[config.mk]
export PLATFORM = sky130hd
export DESIGN_NAME = secgc_ctrl
export DESIGN_NICKNAME = d
export VERILOG_FILES = /design/src/shared/secgc_pkg.sv /design/src/verilog/secgc_ctrl.sv /design/src/verilog/secgc_rail.sv
export SDC_FILE = /design/constraint.sdc
export NUM_CORES = 1
export LEC_CHECK = 0
export BUFFER_PORTS_ARGS = -buffer_cell sky130_fd_sc_hd__buf_2
export CAP_MARGIN = 20
export CORE_UTILIZATION = 60
export CTS_CLUSTER_DIAMETER = 150
export DETAILED_ROUTE_END_ITERATION = 12
export PLACE_DENSITY = 0.85
export SETUP_SLACK_MARGIN = 0.3
export SLEW_MARGIN = 20
export SYNTH_ARGS = -nofsm -noshare
export SYNTH_HDL_FRONTEND = slang
export SYNTH_SLANG_ARGS = --single-unit
[constraint.sdc]
create_clock -name sys_clk -period 5 [get_ports sys_clk]
set_input_delay 0 -clock sys_clk [delete_from_list [all_inputs] [get_ports sys_clk]]
set_output_delay 0 -clock sys_clk [all_outputs]
set_load 0.005 [all_outputs]
[src/shared/secgc_pkg.sv]
// constants for the supply enable / voltage input control block
package secgc_pkg;
    localparam int        RAILS         = 4;
    localparam int        INPUTS        = 3;
    localparam int        ADDR_W        = 10;
    localparam int        DATA_W        = 8;
    // rail order: 0 buck four, 1 buck three, 2 linreg one, 3 linreg two
    localparam logic [9:0] BUCK_FOUR_SUPPLY_CTRL_OFS   = 10'h022;
    localparam logic [9:0] BUCK_THREE_SUPPLY_CTRL_OFS  = 10'h024;
    localparam logic [9:0] LINREG_ONE_SUPPLY_CTRL_OFS  = 10'h026;
    localparam logic [9:0] LINREG_TWO_SUPPLY_CTRL_OFS  = 10'h027;
    localparam logic [9:0] RAIL_OFS [RAILS] = '{BUCK_FOUR_SUPPLY_CTRL_OFS,
        BUCK_THREE_SUPPLY_CTRL_OFS, LINREG_ONE_SUPPLY_CTRL_OFS, LINREG_TWO_SUPPLY_CTRL_OFS};
    localparam logic [7:0] CTRL_RESET     = 8'h00;
    localparam logic [7:0] RD_UNMAPPED    = 8'h00;
    // field positions
    localparam int        ON_POS        = 0;
    localparam int        ESRC_LSB      = 1;
    localparam int        ESRC_MSB      = 2;
    localparam int        VSRC_LSB      = 5;
    localparam int        VSRC_MSB      = 6;
    localparam int        BUCK_DEF_POS  = 3;
    localparam int        LIN_DEF_POS   = 7;
    localparam int        LIN_PDOFF_POS = 3;
    localparam int        DEF_POS [RAILS] = '{BUCK_DEF_POS, BUCK_DEF_POS, LIN_DEF_POS, LIN_DEF_POS};
    localparam logic [1:0] SRC_SEQUENCER = 2'h0;
endpackage : secgc_pkg

[src/verilog/secgc_ctrl.sv]
// supply enable, default-supply and input-driven voltage control for four rails, pull-down for the two linreg rails
`timescale 1ns/1ns
module secgc_ctrl
    import secgc_pkg::*;
(
    // clock and reset
    input  wire logic              sys_clk,
    input  wire logic              rst_n,
    // register port from the two-wire interface logic
    input  wire logic              reg_wr_en,
    input  wire logic              reg_rd_en,
    input  wire logic [ADDR_W-1:0] reg_addr,
    input  wire logic [DATA_W-1:0] reg_wr_data,
    output logic      [DATA_W-1:0] reg_rd_data,
    output logic                   reg_rd_valid,
    // general purpose input pins and their polarity
    input  wire logic              input_one,
    input  wire logic              input_two,
    input  wire logic              input_three,
    input  wire logic [INPUTS-1:0] input_active_low,
    // per-rail voltage pick bits from the voltage-control register
    input  wire logic [RAILS-1:0]  volt_pick_b,
    // rail controls toward the sequencer and regulators
    output logic      [RAILS-1:0]  rail_on,
    output logic      [RAILS-1:0]  rail_default_supply,
    output logic      [RAILS-1:0]  rail_setting_b,
    output logic      [1:0]        linreg_pulldown_on
);
    ////////////////////////////////////////////////////////////////////////////////
    logic [INPUTS-1:0] pin_raw;
    logic [INPUTS-1:0] sync1_reg;
    logic [INPUTS-1:0] sync2_reg;
    logic [INPUTS-1:0] act_now;
    logic [INPUTS-1:0] act_prev_reg;
    logic [INPUTS-1:0] act_rise;
    logic [INPUTS-1:0] act_fall;

    assign pin_raw = {input_three, input_two, input_one};

    // first stage feeds only the second, nothing else looks at it
    always_ff @(posedge sys_clk or negedge rst_n) begin
        if (!rst_n) begin
            sync1_reg    <= '0;
            sync2_reg    <= '0;
            act_prev_reg <= '0;
        end else begin
            sync1_reg    <= pin_raw;
            sync2_reg    <= sync1_reg;
            act_prev_reg <= act_now;
        end
    end

    // polarity applied after the synchroniser; changing it can fake one edge
    assign act_now  = sync2_reg ^ input_active_low;
    assign act_rise = act_now & ~act_prev_reg;
    assign act_fall = ~act_now & act_prev_reg;

    ////////////////////////////////////////////////////////////////////////////////
    logic [7:0]       ctrl_reg  [RAILS];
    logic [7:0]       ctrl_next [RAILS];
    logic [RAILS-1:0] hit;
    logic [RAILS-1:0] en_set;
    logic [RAILS-1:0] en_clr;
    logic [RAILS-1:0] def_next;
    logic [7:0]       rd_mux;

    genvar gi;
    generate
        for (gi = 0; gi < RAILS; gi++) begin : g_rail
            assign hit[gi] = (reg_addr == RAIL_OFS[gi]);

            // all eight bits stored as written, reserved ones included
            // an input edge in the same cycle as a host write wins on bit 0
            always_comb begin
                ctrl_next[gi] = (reg_wr_en && hit[gi]) ? reg_wr_data : ctrl_reg[gi];
                if (en_set[gi]) begin
                    ctrl_next[gi][ON_POS] = 1'b1;
                end else if (en_clr[gi]) begin
                    ctrl_next[gi][ON_POS] = 1'b0;
                end
            end

            always_ff @(posedge sys_clk or negedge rst_n) begin
                if (!rst_n) begin
                    ctrl_reg[gi] <= CTRL_RESET;
                end else begin
                    ctrl_reg[gi] <= ctrl_next[gi];
                end
            end

            assign def_next[gi] = ctrl_next[gi][DEF_POS[gi]];

            secgc_rail u_rail (
                .sys_clk       (sys_clk),
                .rst_n         (rst_n),
                .ctrl          (ctrl_reg[gi]),
                .act_rise      (act_rise),
                .act_fall      (act_fall),
                .volt_pick_b   (volt_pick_b[gi]),
                .en_set        (en_set[gi]),
                .en_clr        (en_clr[gi]),
                .setting_b_reg (rail_setting_b[gi])
            );
        end
    endgenerate

    ////////////////////////////////////////////////////////////////////////////////
    // on/off ordering among rails belongs to the sequencer; this block only requests
    always_ff @(posedge sys_clk or negedge rst_n) begin
        if (!rst_n) begin
            rail_on             <= '0;
            rail_default_supply <= '0;
            linreg_pulldown_on  <= '0;
        end else begin
            rail_on             <= {ctrl_next[3][ON_POS], ctrl_next[2][ON_POS],
                                    ctrl_next[1][ON_POS], ctrl_next[0][ON_POS]};
            rail_default_supply <= def_next;
            linreg_pulldown_on  <= {~ctrl_next[3][ON_POS] & ~ctrl_next[3][LIN_PDOFF_POS],
                                    ~ctrl_next[2][ON_POS] & ~ctrl_next[2][LIN_PDOFF_POS]};
        end
    end

    ////////////////////////////////////////////////////////////////////////////////
    assign rd_mux = hit[0] ? ctrl_reg[0] :
                    hit[1] ? ctrl_reg[1] :
                    hit[2] ? ctrl_reg[2] :
                    hit[3] ? ctrl_reg[3] : RD_UNMAPPED;

    always_ff @(posedge sys_clk or negedge rst_n) begin
        if (!rst_n) begin
            reg_rd_data  <= '0;
            reg_rd_valid <= 1'b0;
        end else begin
            reg_rd_valid <= reg_rd_en;
            if (reg_rd_en) begin
                reg_rd_data <= rd_mux;
            end
        end
    end

    ////////////////////////////////////////////////////////////////////////////////
    sync_lag_a : assert property (@(posedge sys_clk) disable iff (!rst_n)
        act_rise[0] |-> $past(pin_raw[0] ^ input_active_low[0], 2))
        else $error("input edge seen without two-stage lag");
    enable_rise_a : assert property (@(posedge sys_clk) disable iff (!rst_n)
        (ctrl_reg[0][ESRC_MSB:ESRC_LSB] == 2'h1) && act_rise[0] |=> rail_on[0])
        else $error("rail not switched on by enable input");
    enable_fall_a : assert property (@(posedge sys_clk) disable iff (!rst_n)
        (ctrl_reg[1][ESRC_MSB:ESRC_LSB] == 2'h3) && act_fall[2] |=> !rail_on[1])
        else $error("rail not switched off by enable input");
    seq_src_a : assert property (@(posedge sys_clk) disable iff (!rst_n)
        (ctrl_reg[2][ESRC_MSB:ESRC_LSB] == SRC_SEQUENCER) && !reg_wr_en
        |=> rail_on[2] == $past(ctrl_reg[2][ON_POS]))
        else $error("sequencer-controlled rail changed without a write");
    buck_write_a : assert property (@(posedge sys_clk) disable iff (!rst_n)
        reg_wr_en && hit[1] && (reg_wr_data[ESRC_MSB:ESRC_LSB] == SRC_SEQUENCER)
        && (ctrl_reg[1][ESRC_MSB:ESRC_LSB] == SRC_SEQUENCER)
        |=> rail_on[1] == $past(reg_wr_data[ON_POS]))
        else $error("buck enable bit write not applied");
    lin_write_a : assert property (@(posedge sys_clk) disable iff (!rst_n)
        reg_wr_en && hit[3] && (ctrl_reg[3][ESRC_MSB:ESRC_LSB] == SRC_SEQUENCER)
        |=> rail_on[3] == $past(reg_wr_data[ON_POS]))
        else $error("regulator enable bit write not applied");
    default_buck_a : assert property (@(posedge sys_clk) disable iff (!rst_n)
        rail_default_supply[0] == ctrl_reg[0][BUCK_DEF_POS])
        else $error("buck default supply flag wrong");
    default_lin_a : assert property (@(posedge sys_clk) disable iff (!rst_n)
        rail_default_supply[2] == ctrl_reg[2][LIN_DEF_POS])
        else $error("regulator default supply flag wrong");
    pulldown_a : assert property (@(posedge sys_clk) disable iff (!rst_n)
        linreg_pulldown_on[0] |-> !rail_on[0 + 2] && !ctrl_reg[2][LIN_PDOFF_POS])
        else $error("pull-down applied while enabled or suppressed");
    readback_a : assert property (@(posedge sys_clk) disable iff (!rst_n)
        reg_wr_en && hit[0] && !reg_rd_en ##1 reg_rd_en && hit[0] && !reg_wr_en
        |=> reg_rd_valid && reg_rd_data[7:1] == $past(reg_wr_data[7:1], 2))
        else $error("register did not read back as written");
    vsrc_decode_a : assert property (@(posedge sys_clk) disable iff (!rst_n)
        (ctrl_reg[3][VSRC_MSB:VSRC_LSB] == 2'h2) && act_rise[1] |=> !rail_setting_b[3])
        else $error("voltage source field decoded wrongly");
endmodule : secgc_ctrl

[src/verilog/secgc_rail.sv]
// one rail: decodes the input selectors, yields enable set/clear and the A/B pick
`timescale 1ns/1ns
module secgc_rail
    import secgc_pkg::*;
(
    // clock and reset
    input  wire logic              sys_clk,
    input  wire logic              rst_n,
    // control byte and input events
    input  wire logic [7:0]        ctrl,
    input  wire logic [INPUTS-1:0] act_rise,
    input  wire logic [INPUTS-1:0] act_fall,
    input  wire logic              volt_pick_b,
    // results
    output logic                   en_set,
    output logic                   en_clr,
    output logic                   setting_b_reg
);
    logic [1:0] esrc;
    logic [1:0] vsrc;
    logic [1:0] eidx;
    logic [1:0] vidx;
    logic       v_rise;
    logic       v_fall;
    logic       gpi_b_reg;
    logic       gpi_b_next;
    logic       setting_b_next;

    assign esrc   = ctrl[ESRC_MSB:ESRC_LSB];
    assign vsrc   = ctrl[VSRC_MSB:VSRC_LSB];
    assign eidx   = esrc - 2'h1;
    assign vidx   = vsrc - 2'h1;
    assign en_set = (esrc != SRC_SEQUENCER) && act_rise[eidx];
    assign en_clr = (esrc != SRC_SEQUENCER) && act_fall[eidx];
    assign v_rise = (vsrc != SRC_SEQUENCER) && act_rise[vidx];
    assign v_fall = (vsrc != SRC_SEQUENCER) && act_fall[vidx];

    // the input state is kept even under register control so a later switch starts sane
    assign gpi_b_next     = v_rise ? 1'b0 : (v_fall ? 1'b1 : gpi_b_reg);
    assign setting_b_next = (vsrc == SRC_SEQUENCER) ? volt_pick_b : gpi_b_next;

    always_ff @(posedge sys_clk or negedge rst_n) begin
        if (!rst_n) begin
            gpi_b_reg     <= 1'b0;
            setting_b_reg <= 1'b0;
        end else begin
            gpi_b_reg     <= gpi_b_next;
            setting_b_reg <= setting_b_next;
        end
    end

    rise_to_a_a : assert property (@(posedge sys_clk) disable iff (!rst_n)
        v_rise |=> !setting_b_reg) else $error("rise did not select setting A");
    fall_to_b_a : assert property (@(posedge sys_clk) disable iff (!rst_n)
        v_fall |=> setting_b_reg) else $error("fall did not select setting B");
    reg_pick_a : assert property (@(posedge sys_clk) disable iff (!rst_n)
        (vsrc == SRC_SEQUENCER) |=> (setting_b_reg == $past(volt_pick_b)))
        else $error("register pick not followed");
endmodule : secgc_rail

; ---- After elaboration in Yosys (flattened, before gate mapping)
; Cells that the tools add are included.
[word_totals]
ff_bits = 68
out_inout_bits = 23
word_cells = 147
[op_classes]
n_reduce_logical = 32
bitwise = 11
n_addsub = 8
mux = 60
n_eq_ne = 4
n_lt_le_gt_ge = 8
[ops]
columns = operator, count
row1 = $mux 8, 6
row2 = $eq 10x6->1 const B, 4
row3 = $mux 1, 36
row4 = $bmux 1 s2, 16
row5 = $lt 2x3->1 const B, 8
row6 = $logic_and 1x1->1, 20
row7 = $reduce_bool 2->1, 8
row8 = $sub 2x1->2 const B, 8
row9 = $logic_not 2->1, 4
row10 = $mux 4, 2
row11 = $and 3x3->3, 2
row12 = $not 3->3, 2
row13 = $not 1->1, 4
row14 = $xor 3x3->3, 1
row15 = $and 1x1->1, 2

; ---- Logic depth before layout (Yosys ltp)
[logic_depth]
depth_word = 10
mapped_depth = 7
depth_no_buf = 7

; ---- Modules after synthesis
; From an unflattened synthesis, not the netlist that was laid out.
[hier_totals]
cells_unflattened = 296
hier_area_um2 = 3260.6
[by_module_without_submodules]
columns = module, seq_area_each_um2, n_inst, cells_each, area_per_inst_um2
row1 = secgc_ctrl, 1301.2, 1, 188, 2369.8
row2 = secgc_rail, 50.0, 4, 27, 222.7

; ---- Least setup slack after synthesis
; Ideal clock, no wire load.
[synth_timing]
path_kind = register to register
startpoint = register ctrl_reg[21] in the netlist's numbering
endpoint = register g_rail[1].u_rail.setting_b_reg
path_slack_ns = 3.365
stages_incl_launch_ff = 8
n_path_buf = 1
t_arrival_ns = 1.502
period_less_slack_ns = 1.635
setup_time_ns = 0.133
cell_sequence = dfrtp_1 clkbuf_1 inv_1 ha_1 nor3_1 a21oi_1 a211oi_1 nor3_1
[synth_via]
elab_chain_len = 7
[synth_lines]
columns = element, line_no
row1 = from (decl), secgc_ctrl.sv:59  ; logic [7:0] ctrl_reg [RAILS];
row2 = "from (signal, indexed assignment)", secgc_ctrl.sv:87  ; ctrl_reg[gi] <= ctrl_next[gi];
row3 = $sub 2x1->2, secgc_rail.sv:32  ; assign vidx = vsrc - 2'h1;
row4 = $bmux 1 s2, secgc_rail.sv:36  ; assign v_fall = (vsrc != SRC_SEQUENCER) && act_fall[vidx];
row5 = $mux 1 (not written as such), secgc_rail.sv:36
row6 = $logic_and 1x1->1, secgc_rail.sv:36
row7 = $mux 1 (2 in series), secgc_rail.sv:39  ; assign gpi_b_next = v_rise ? 1'b0 : (v_fall ? 1'b1 : gpi_b_reg);
row8 = $mux 1 *, secgc_rail.sv:40  ; assign setting_b_next = (vsrc == SRC_SEQUENCER) ? volt_pick_b : gpi_b_next;
row9 = via g_rail[1].u_rail.setting_b_next, secgc_rail.sv:27  ; logic setting_b_next;
row10 = to (signal assigned), secgc_rail.sv:48  ; setting_b_reg <= setting_b_next;
row11 = to (decl), secgc_rail.sv:17  ; output logic setting_b_reg
; The timed path passes the listed nets; every way through them passes the cells marked *. The select of a mux whose other input is x is not followed.
; A chain may end at the register's enable or synchronous reset.

; ---- Final worst setup path
[layout_timing]
startpoint = register sync2_reg[1]
endpoint = register g_rail[1].u_rail.setting_b_reg
[layout_via]
elab_chain_len = 9
[layout_lines]
columns = element, line_no
row1 = from (decl), secgc_ctrl.sv:32  ; logic [INPUTS-1:0] sync2_reg;
row2 = from (signal assigned), secgc_ctrl.sv:48  ; sync2_reg <= sync1_reg;
row3 = $xor 3x3->3 *, secgc_ctrl.sv:54  ; assign act_now = sync2_reg ^ input_active_low;
row4 = $not 3->3, secgc_ctrl.sv:56  ; assign act_fall = ~act_now & act_prev_reg;
row5 = $and 3x3->3, secgc_ctrl.sv:56
row6 = $bmux 1 s2, secgc_rail.sv:36
row7 = $mux 1 (not written as such), secgc_rail.sv:36
row8 = $logic_and 1x1->1, secgc_rail.sv:36
row9 = $mux 1, secgc_rail.sv:39
row10 = $mux 1 *, secgc_rail.sv:39
row11 = $mux 1 *, secgc_rail.sv:40
row12 = via g_rail[1].u_rail.setting_b_next, secgc_rail.sv:27
; Marks and branches as above.

==> flow_summary.json <==
{
  "status": "finished clean",
  "hold_viol": 0,
  "syn_avg_cell_area_sq_um": 10.3,
  "cts-root-buf": "clkbuf_8",
  "vdd_drop_max_uv": 163,
  "switching_share": 0.257,
  "numCtsBuffers": 9,
  "max_clock_freq_mhz": 506,
  "worstMarginPinSlew_ns": 0.805,
  "grt_overflow": 0,
  "clk_latency_ns": 0.34,
  "grt_max_degree": 61,
  "reg2reg_from": "sync2_reg[1]$_DFF_PN0_",
  "grt_use_total": 0.275,
  "nets": 408,
  "cpPeakStageDelay_ns": 0.64,
  "fp.dieH_microns": 75.0,
  "path_buf_inv": 0,
  "antennaDiodeCount": 0,
  "cts_setup_buffers": 0,
  "fin_crit_ns": 1.98,
  "dp_hpwl_microns": 4770,
  "ys_ff_latch": 60,
  "dr.pass1.iters": 4,
  "ff2ff_path_depth": 5,
  "synth_warnings": 0,
  "grt_pass1_wl_microns": 11200,
  "wl_microns": 7200,
  "cts-htree-levels": 3,
  "detail_route.wl_per_cell_microns": 16.3,
  "setup_viol": 0,
  "hp-class": "primary input to flip-flop",
  "r2r_end": "g_rail[1].u_rail.setting_b_reg$_DFF_PN0_",
  "slew_violations": 0,
  "dieArea_sq_mm": 0.00562,
  "die_x_microns": 75.0,
  "p_leak_nw": 1.77,
  "worst-r2r-setup-slack_ns": 3.02,
  "startpoint_type": "flip-flop",
  "relSlewSlack": 0.460,
  "min_from": "reg_wr_data[0]",
  "gp_congestion": 0.864,
  "ant_nets": 0,
  "rsz0062_at_grt": "no",
  "tns_ns": 0,
  "final_area_sq_mm": 0.00376,
  "p_sw_mw": 0.264,
  "path_clk_slew_ns": 0.06,
  "synth_nets": 349,
  "crit_type": "flip-flop to flip-flop",
  "path_cells": "xnor2_1, nor2_1, a21oi_1, a211oi_1, nor3_1",
  "start_util": 0.626,
  "rows": 26,
  "cts_buffer_depth": 2,
  "whs_path_depth": 3,
  "maxCapViolations": 0,
  "grt_pass1_vias": 2471,
  "post-route-period-util": 0.395,
  "area_growth_pct": 17.7,
  "yosysUniqueCellTypes": 41,
  "cts_tree": "done",
  "drt_iter0_drc": 159,
  "via_per_inst": 5.88,
  "power.share.combinational": 0.119,
  "yosysSeqAreaShare": 0.470,
  "clockPowerShare": 0.369,
  "drive_gt1_frac": 0.298,
  "ios": 55,
  "slowest_stage": "xnor2_1",
  "cts.sinks": 60,
  "crit_path_max_fanout": 10,
  "cp_top_family": "XOR/XNOR gates",
  "antenna_found_initial": 0,
  "dpl_cell_area_sq_mm": 0.00343,
  "cp.arrival_ns": 2.23,
  "crit_path_end_kind": "flip-flop",
  "crit_required_ns": 5.26,
  "route.vias.total": 2600,
  "synth_area_sq_mm": 0.00320,
  "coreArea_sq_mm": 0.00511,
  "p_per_area_mw_per_mm2": 273,
  "largest_register_ffs": 26,
  "seq_power_share": 0.511,
  "portBuffers": 54,
  "hold-path-endpoint": "rail_on[0]$_DFF_PN0_",
  "drc_errors": 0,
  "finClkSkew_ns": 0.00391,
  "synthesis.instances": 309,
  "intPower_mw": 0.764
}
## layer usage
layer,global-route usage,vias to the layer above,part of all wire
met5,0,-,0
met4,0.159,0,0.034
met3,0.0562,23,0.043
met2,0.460,86,0.48
met1,0.331,1260,0.44
li1,-,1231,-
## how the worst max path moves through the flow
| stage | startpoint | endpoint | cells past startpoint |
|---|---|---|---|
| floorplan | ctrl_reg[21]$_DFFE_PN0N_ | g_rail[1].u_rail.setting_b_reg$_DFF_PN0_ | 7 |
| global placement | sync2_reg[1]$_DFF_PN0_ | g_rail[1].u_rail.setting_b_reg$_DFF_PN0_ | 5 |
| detailed placement | sync2_reg[1]$_DFF_PN0_ | g_rail[3].u_rail.setting_b_reg$_DFF_PN0_ | 5 |
| CTS | sync2_reg[1]$_DFF_PN0_ | g_rail[3].u_rail.setting_b_reg$_DFF_PN0_ | 5 |
| global route | sync2_reg[1]$_DFF_PN0_ | g_rail[0].u_rail.gpi_b_reg$_DFF_PN0_ | 5 |
| finish | sync2_reg[1]$_DFF_PN0_ | g_rail[1].u_rail.setting_b_reg$_DFF_PN0_ | 5 |
## worst reg2reg max path, delay by kind of cell, from the launching register on
family | cells | cell delay, ns
XOR/XNOR | 1 | 0.64
AND/OR/NAND/NOR | 2 | 0.56
flip-flops | 1 | 0.37
AO/OA/AOI/OAI | 2 | 0.32
## cells by family (layout without fill, tap and decap cells)
family	Yosys count	count (layout)	share of synthesized area
AND/OR/NAND/NOR	94	94	0.168
adder cells (fa/ha/maj)	8	8	0.0313
buffers and inverters	48	111	0.0736
multiplexers	37	37	0.130
AO/OA/AOI/OAI	59	59	0.119
flip-flops	60	60	0.470
XOR/XNOR	3	3	0.00822
## cell type report
cell class                 instances  area [sq um]
fill                             368          1350
clock inverter                     2          10.0
multi-input combinational        201          1460
clock buffer                      13           159
inverter                          22          82.6
sequential                        60          1500
timing repair buffer              74           460
tap                               70          87.6
## metrics by stage
step | hold WS, ns | util | std cells | worst slack [ns] | power (mW)
2_1_floorplan | -0.296 | - | 309 | 3.36 | 0.599
3_3_place_gp | 0.108 | 0.672 | 411 | 3.18 | 0.641
3_5_place_dp | 0.110 | 0.672 | 411 | 3.05 | 0.645
4_1_cts | 0.0171 | 0.736 | 442 | 3.04 | 1.03
5_1_grt | 0.0502 | 0.736 | 442 | 2.88 | 1.07
6_report | 0.0221 | 0.736 | 442 | 3.02 | 1.03
## power groups by stage
stage	clock network [mW]	registers [mW]	logic [mW]
3_3_place_gp	0	0.533	0.109
5_1_grt	0.403	0.528	0.138
3_5_place_dp	0	0.533	0.112
4_1_cts	0.387	0.525	0.123
2_1_floorplan	0	0.525	0.0737
6_report	0.380	0.525	0.123
## cells in the mapped netlist, drive strengths merged
library cell,n,area (sq um)
dfrtp,60,1500
mux2,32,364
inv,22,82.6
a21oi,21,105
nor2,21,81.3
buf,18,123
nor3,17,85.1
nand4,13,93.8
nand2,12,45.0
a211oi,8,60.1
clkbuf,8,30.0
ha,8,100
nand4b,7,61.3
a22oi,6,45.0
nand3,6,30.0
nor2b,6,37.5
a31oi,5,31.3
mux2i,5,50.1
o21ai,5,25.0
nor4,3,33.8
o211ai,3,22.5
o2bb2ai,3,26.3
or3,3,18.8
xnor2,3,26.3
a2bb2oi,2,17.5
a31o,2,17.5
o22ai,2,12.5
o32ai,2,17.5
or4b,2,23.8
and3,1,6.26
nand3b,1,7.51
or2,1,6.26
or2b,1,7.51
## placed cells by master (no fill, tap or decap), types with 7 or more instances in the layout
| master | instances |
|---|---|
| dfrtp_1 | 60 |
| buf_2 | 54 |
| mux2_2 | 31 |
| inv_1 | 22 |
| a21oi_1 | 21 |
| nor2_1 | 20 |
| nor3_1 | 17 |
| dlygate4sd3_1 | 16 |
| nand2_1 | 12 |
| nand4_1 | 11 |
| clkbuf_8 | 11 |
| a211oi_1 | 8 |
| ha_1 | 8 |
| nand4b_1 | 7 |
## timing repair
action	CTS	global route
gates resized for setup	0	0
hold endpoints to repair	96	0
hold buffers	16	0
setup endpoints to repair	0	0
Note: power is estimated with default switching activity, not from simulation.
